==> config.mk <==
export PLATFORM = sky130hd
export DESIGN_NAME = amlim_alert
export DESIGN_NICKNAME = d
export VERILOG_FILES = /design/src/amlim_pkg.sv /design/src/amlim_alert.sv
export SDC_FILE = /design/constraint.sdc
export NUM_CORES = 1
export LEC_CHECK = 0
export BUFFER_PORTS_ARGS = -buffer_cell sky130_fd_sc_hd__buf_4
export CAP_MARGIN = 20
export CORE_ASPECT_RATIO = 0.9
export CORE_MARGIN = 2
export CORE_UTILIZATION = 40
export DETAILED_ROUTE_END_ITERATION = 10
export PLACE_DENSITY = 0.73
export SLEW_MARGIN = 10
export SYNTH_ARGS = -nofsm -noshare
export SYNTH_HDL_FRONTEND = slang
export SYNTH_SLANG_ARGS = --single-unit
==> constraint.sdc <==
create_clock -name mclk -period 2.2 [get_ports mclk]
set_input_delay 0 -clock mclk [delete_from_list [all_inputs] [get_ports mclk]]
set_output_delay 0 -clock mclk [all_outputs]
set_load 0.02 [all_outputs]
==> src/amlim_pkg.sv <==
package amlim_pkg;
   localparam logic [7:0] ADDR_MASK = 8'h06;
   localparam logic [7:0] ADDR_LIMIT = 8'h07;
   localparam logic [15:0] MASK_RESET = 16'h0000;
   localparam logic [15:0] LIMIT_RESET = 16'h0000;
   localparam logic [15:0] MASK_WR_BITS = 16'hFC03;
   localparam int SEL_SHUNT_OVER = 15;
   localparam int SEL_SHUNT_UNDER = 14;
   localparam int SEL_BUS_OVER = 13;
   localparam int SEL_BUS_UNDER = 12;
   localparam int SEL_POWER = 11;
   localparam int SEL_READY = 10;
   localparam int FLAG_HIT = 4;
   localparam int FLAG_READY = 3;
   localparam int FLAG_OVF = 2;
   localparam int CTL_SENSE = 1;
   localparam int CTL_LATCH = 0;

   typedef enum logic [2:0]
   {
      AMLIM_FN_NONE = 3'b000,
      AMLIM_FN_SHUNT_OVER = 3'b001,
      AMLIM_FN_SHUNT_UNDER = 3'b010,
      AMLIM_FN_BUS_OVER = 3'b011,
      AMLIM_FN_BUS_UNDER = 3'b100,
      AMLIM_FN_POWER = 3'b101
   } amlim_func_e;

   typedef struct packed
   {
      logic [15:0] shunt;
      logic [15:0] bus;
      logic [15:0] power;
   } amlim_meas_s;
endpackage

==> src/amlim_alert.sv <==
`timescale 1ns/1ps
module amlim_alert
(
   input wire logic mclk,
   input wire logic rst,
   input wire logic [7:0] reg_addr,
   input wire logic reg_wr,
   input wire logic reg_rd,
   input wire logic [15:0] reg_wdata,
   output logic [15:0] reg_rdata,
   input wire logic conv_done,
   input wire logic math_ovf,
   input wire logic single_shot,
   input wire logic shot_start,
   input wire amlim_pkg::amlim_meas_s meas,
   output logic alert_o,
   output logic alert_oe
);
   import amlim_pkg::*;

   logic [15:0] mask_ctl;
   logic [15:0] limit_value_bits;
   logic limit_hit_flag;
   logic conversion_ready_flag;
   logic math_overflow_flag;
   amlim_meas_s held;
   amlim_func_e func;
   logic cond;
   logic mask_rd;
   logic alert_active;
   logic power_limit_select;
   logic ready_alert_select;
   logic bus_under_select;
   logic alert_sense_invert;
   logic alert_latch_control;

   assign power_limit_select = mask_ctl[SEL_POWER];
   assign ready_alert_select = mask_ctl[SEL_READY];
   assign bus_under_select = mask_ctl[SEL_BUS_UNDER];
   assign alert_sense_invert = mask_ctl[CTL_SENSE];
   assign alert_latch_control = mask_ctl[CTL_LATCH];
   assign mask_rd = reg_rd && (reg_addr == ADDR_MASK);

   // ------------------------------------------------------------
   // Register writes
   // ------------------------------------------------------------
   always_ff @(posedge mclk or posedge rst)
   begin
      if (rst)
      begin
         mask_ctl <= MASK_RESET;
         limit_value_bits <= LIMIT_RESET;
      end
      else if (reg_wr)
      begin
         if (reg_addr == ADDR_MASK)
            mask_ctl <= reg_wdata & MASK_WR_BITS;
         if (reg_addr == ADDR_LIMIT)
            limit_value_bits <= reg_wdata;
      end
   end

   // ------------------------------------------------------------
   // Function select and compare
   // ------------------------------------------------------------
   // highest selection wins
   always_comb
   begin
      if (mask_ctl[SEL_SHUNT_OVER])
         func = AMLIM_FN_SHUNT_OVER;
      else if (mask_ctl[SEL_SHUNT_UNDER])
         func = AMLIM_FN_SHUNT_UNDER;
      else if (mask_ctl[SEL_BUS_OVER])
         func = AMLIM_FN_BUS_OVER;
      else if (bus_under_select)
         func = AMLIM_FN_BUS_UNDER;
      else if (power_limit_select)
         func = AMLIM_FN_POWER;
      else
         func = AMLIM_FN_NONE;
   end

   // Shunt reading is two's complement, bus and power are not
   // compare against threshold
   always_comb
   begin
      unique case (func)
         AMLIM_FN_SHUNT_OVER: cond = $signed(meas.shunt) > $signed(limit_value_bits);
         AMLIM_FN_SHUNT_UNDER: cond = $signed(meas.shunt) < $signed(limit_value_bits);
         AMLIM_FN_BUS_OVER: cond = meas.bus > limit_value_bits;
         AMLIM_FN_BUS_UNDER: cond = meas.bus < limit_value_bits;
         AMLIM_FN_POWER: cond = meas.power > limit_value_bits;
         AMLIM_FN_NONE: cond = 1'b0;
         default: cond = 1'b0;
      endcase
   end

   // ------------------------------------------------------------
   // Results held from the last completed conversion
   // ------------------------------------------------------------
   // held independent of flag
   always_ff @(posedge mclk or posedge rst)
   begin
      if (rst)
         held <= '0;
      else if (conv_done)
         held <= meas;
   end

   // ------------------------------------------------------------
   // Flags
   // ------------------------------------------------------------
   // Setting beats clearing so a hit in the read cycle survives
   // hit flag marks source
   always_ff @(posedge mclk or posedge rst)
   begin
      if (rst)
         limit_hit_flag <= 1'b0;
      else if (conv_done && cond)
         limit_hit_flag <= 1'b1;
      else if (alert_latch_control && mask_rd)
         limit_hit_flag <= 1'b0;
      else if (!alert_latch_control && conv_done)
         limit_hit_flag <= 1'b0;
   end

   always_ff @(posedge mclk or posedge rst)
   begin
      if (rst)
         conversion_ready_flag <= 1'b0;
      else if (conv_done)
         conversion_ready_flag <= 1'b1;
      else if ((single_shot && mask_rd) || shot_start)
         conversion_ready_flag <= 1'b0;
   end

   always_ff @(posedge mclk or posedge rst)
   begin
      if (rst)
         math_overflow_flag <= 1'b0;
      else if (conv_done && math_ovf)
         math_overflow_flag <= 1'b1;
      // latch holds until read; transparent follows
      else if (alert_latch_control ? mask_rd : conv_done)
         math_overflow_flag <= 1'b0;
   end

   // ------------------------------------------------------------
   // Alert pin
   // ------------------------------------------------------------
   // ready alert joins limit alert
   assign alert_active = limit_hit_flag || (ready_alert_select && conversion_ready_flag);

   // Open collector: only ever pulls low, sense picks when
   // sense select
   always_ff @(posedge mclk or posedge rst)
   begin
      if (rst)
      begin
         alert_o <= 1'b0;
         alert_oe <= 1'b0;
      end
      else
      begin
         alert_o <= 1'b0;
         alert_oe <= alert_active ^ alert_sense_invert;
      end
   end

   // ------------------------------------------------------------
   // Read data
   // ------------------------------------------------------------
   always_ff @(posedge mclk or posedge rst)
   begin
      if (rst)
         reg_rdata <= 16'h0000;
      else if (reg_rd)
      begin
         if (reg_addr == ADDR_MASK)
         begin
            reg_rdata <= mask_ctl;
            reg_rdata[FLAG_HIT] <= limit_hit_flag;
            reg_rdata[FLAG_READY] <= conversion_ready_flag;
            reg_rdata[FLAG_OVF] <= math_overflow_flag;
         end
         else if (reg_addr == ADDR_LIMIT)
            reg_rdata <= limit_value_bits;
         else
            reg_rdata <= 16'h0000;
      end
   end
endmodule

==> metrics <==
Arr. time, crit path=roughly 2.6 ns; via count=2819; critical path class=reg -> reg; Clock Latency Late Sink=~0.3 ns; final period utilization=107%; total wire length=just under 9000 um; RSZ-0062 raised after global routing=yes; M1 WL=approximately 3700 um; Synth Cell Area=a little under 0.003 mm2; WL/cell=~16 um; largest buffer count on any clock path=2; CORE AREA=0.00715 mm2; final net count=around 570; number of flops mapped to enable cells by yosys=0; Slew @ Worst Pin=0.780 ns; R2R Setup Slk=-0.15 ns; Commonest cells post-synth=48 x ha_1, 44 x dfrtp_1, 28 x a21oi_1, 28 x inv_1, 15 x nor2_1; startpoint types=register; final total power=roughly 2.3 mW; post-synth cell types=44; Area Overhead vs Synth=55.1%; max layer used=met4; min Tclk post-route=between 2 and 2.5 ns; Cells after Synth=between 200 and 300; CTS tree=yes; fin worst setup slack=-0.152 ns; synthesized flop and latch total=44; setup TNS=-0.152 ns; Non-Filler Instances=537; die area=0.00815 mm2; Clock H-tree levels=2; max cap viols=0; failing checks=negative setup slack; Die Span X=~95 um; Tot GR Track Use=~21%; status=finished with violations; Top-Level Pins=98; dpl ws=-0.200 ns; leakage=approximately 2.2 nW; WP buf/inv=1; vias per inst=around 5.2; # setup viols final=1; met2 routed WL=around 4600 um; PD cells=~500 mW/mm2; Initial Utilization=41.6%; initial antenna violation count=0; Root Driver=clkbuf_8; # clock sinks=44; GR Overflow Total=0; vias in the first global route=between 2k and 3k; Initial DRT Pass Iterations=4; Placed Cells incl. Taps=between 500 and 600; die height=roughly 86 um; routed wl met3=372 um; final hold violations=0; post-synth top area cell=dfrtp_1; clk slew on worst S/H paths=0.08 ns; crit-path max cell delay=about 0.52 ns; max-slew violation count=0; DRT antenna net count=0; critical path's top delay family=simple AND/OR/NAND/NOR gates; PortBufs=96; worst-path cell chain=inv_2 > ha_4 > nand4_1 > nor2_1 > o2bb2ai_2 > or4_4 > mux2i_2 > mux2_4 > a21oi_2; Avg Inst Size Synth=between 10 and 15 um2; Net Count, Synth=420; DR iter-0 viols=153; n_diodes=0; Worst VDD drop=0.361 mV; worst clock skew=between 0.004 and 0.005 ns; number of remaining DRC errors=0; largest net degree at the start of global routing=45; Yosys top cell area share=between 30 and 40%; asr flop ratio synth=100%; Synth Flop Type=dfrtp_1; ranking of synthesized cells by area=dfrtp_1 37%, ha_1 20%, mux2_2 4.9%; Worst EP required=roughly 2.4 ns; critical path's slowest cell=or4_4; element type at the critical path end=register; GP Congestion=around 0.84; CTS buffer count=5; Fillers=roughly 570; Rows=29; synth warn=0; Crit Path Max Fanout=4; Hold Path Class=in -> reg; most common cell in the netlist=ha_1; layout cells sized above 1=around 45%; Slew headroom=a little under half; first-pass GRT wire length=between 10000 and 15000 um; Seq/Total Area, Yosys=around 37%; HPWL after DPL=6520 um; Highest Clock Rate=0.425 GHz; final core utilization=between 60% and 70%
## worst paths after layout
path	cells past startpoint	endpoint	start
max	9	limit_hit_flag	limit_value_bits[13]
min	2	reg_rdata[14]	reg_rd
max reg2reg	9	limit_hit_flag	limit_value_bits[13]
min reg2reg	1	math_overflow_flag	math_overflow_flag
max in group asynchronous	4	reg_rdata[11]	rst
min in group asynchronous	4	reg_rdata[8]	rst
## worst register-to-register path, cell delays in order, from the launching register on
cell and delay [ns]:
dfrtp_1 0.39, inv_2 0.09, ha_4 0.20, nand4_1 0.21
nor2_1 0.10, o2bb2ai_2 0.15, or4_4 0.52, mux2i_2 0.18
mux2_4 0.32, a21oi_2 0.12
## state kept, by name, indices dropped and copies added, names as in the netlist
| name | count |
|---|---|
| alert_oe | 1 |
| conversion_ready_flag | 1 |
| limit_hit_flag | 1 |
| limit_value_bits | 16 |
| mask_ctl | 8 |
| math_overflow_flag | 1 |
| reg_rdata | 16 |
## per-layer routing
layer  vias up  global-route usage, %
li1       1378                      -
met1      1338                   26.8
met2        87                   38.7
met3        16                   3.60
met4         0                   4.48
met5         -                      0
## cell usage in the layout (no fill, tap or decap), types with 4 or more instances in the layout
cell type and n:
ha_1 37, ha_4 11, inv_2 12, dfrtp_1 44, a21o_1 4, nand4_1 13, mux2_1 11, nor3_1 4
buf_4 131, mux2_2 13, nand3_1 9, clkbuf_8 5, a2111oi_2 4, dlygate4sd3_1 20, a21oi_2 5, a22oi_1 12
a21oi_1 23, nand2_1 11, inv_1 16, o21ai_0 6, nor2_1 15
## kinds of logic (layout without fill, tap and decap cells)
| family | Yosys count | after routing | share of synthesized area, % |
|---|---|---|---|
| AO/OA/AOI/OAI | 70 | 70 | 15.9 |
| buffers and inverters | 36 | 188 | 5.00 |
| other | 1 | 1 | 0.126 |
| flip-flops | 44 | 44 | 37.0 |
| multiplexers | 27 | 27 | 10.3 |
| XOR/XNOR | 1 | 1 | 0.294 |
| AND/OR/NAND/NOR | 65 | 65 | 11.2 |
| adder cells (fa/ha/maj) | 48 | 48 | 20.2 |
## power by group
part	leakage (nW)	internal, mW	switching [mW]
Combinational	1.50	0.322	0.270
Sequential	0.589	0.848	0.0323
Clock	0.0784	0.568	0.280
## cell type report
class	count	area, um2	area share (%)
Inverter	28	105	2.28
Clock buffer	5	68.8	1.49
Multi-Input combinational cell	212	1940	42.0
Timing Repair Buffer	152	1190	25.9
Sequential cell	44	1100	23.9
Tap cell	93	116	2.52
Clock inverter	3	90.1	1.95
## per-stage QoR
stage | hold WS (ns) | instance area [um2]
after floorplan | 0.103 | 2980
after global placement | 0.181 | 3980
after CTS | 0.117 | 4520
final | 0.116 | 4620
after global routing | 0.121 | 4620
after detailed placement | 0.179 | 3980
## timing repair
action	4_1_cts	5_1_grt
gates cloned	0	0
resized for setup	28	14
buffers inserted	6	2
pin swaps	10	10
hold endpoints to repair	70	0
endpoints found under the setup margin	1	1
hold buffers	20	0
Power figures use the tool's default switching activity.
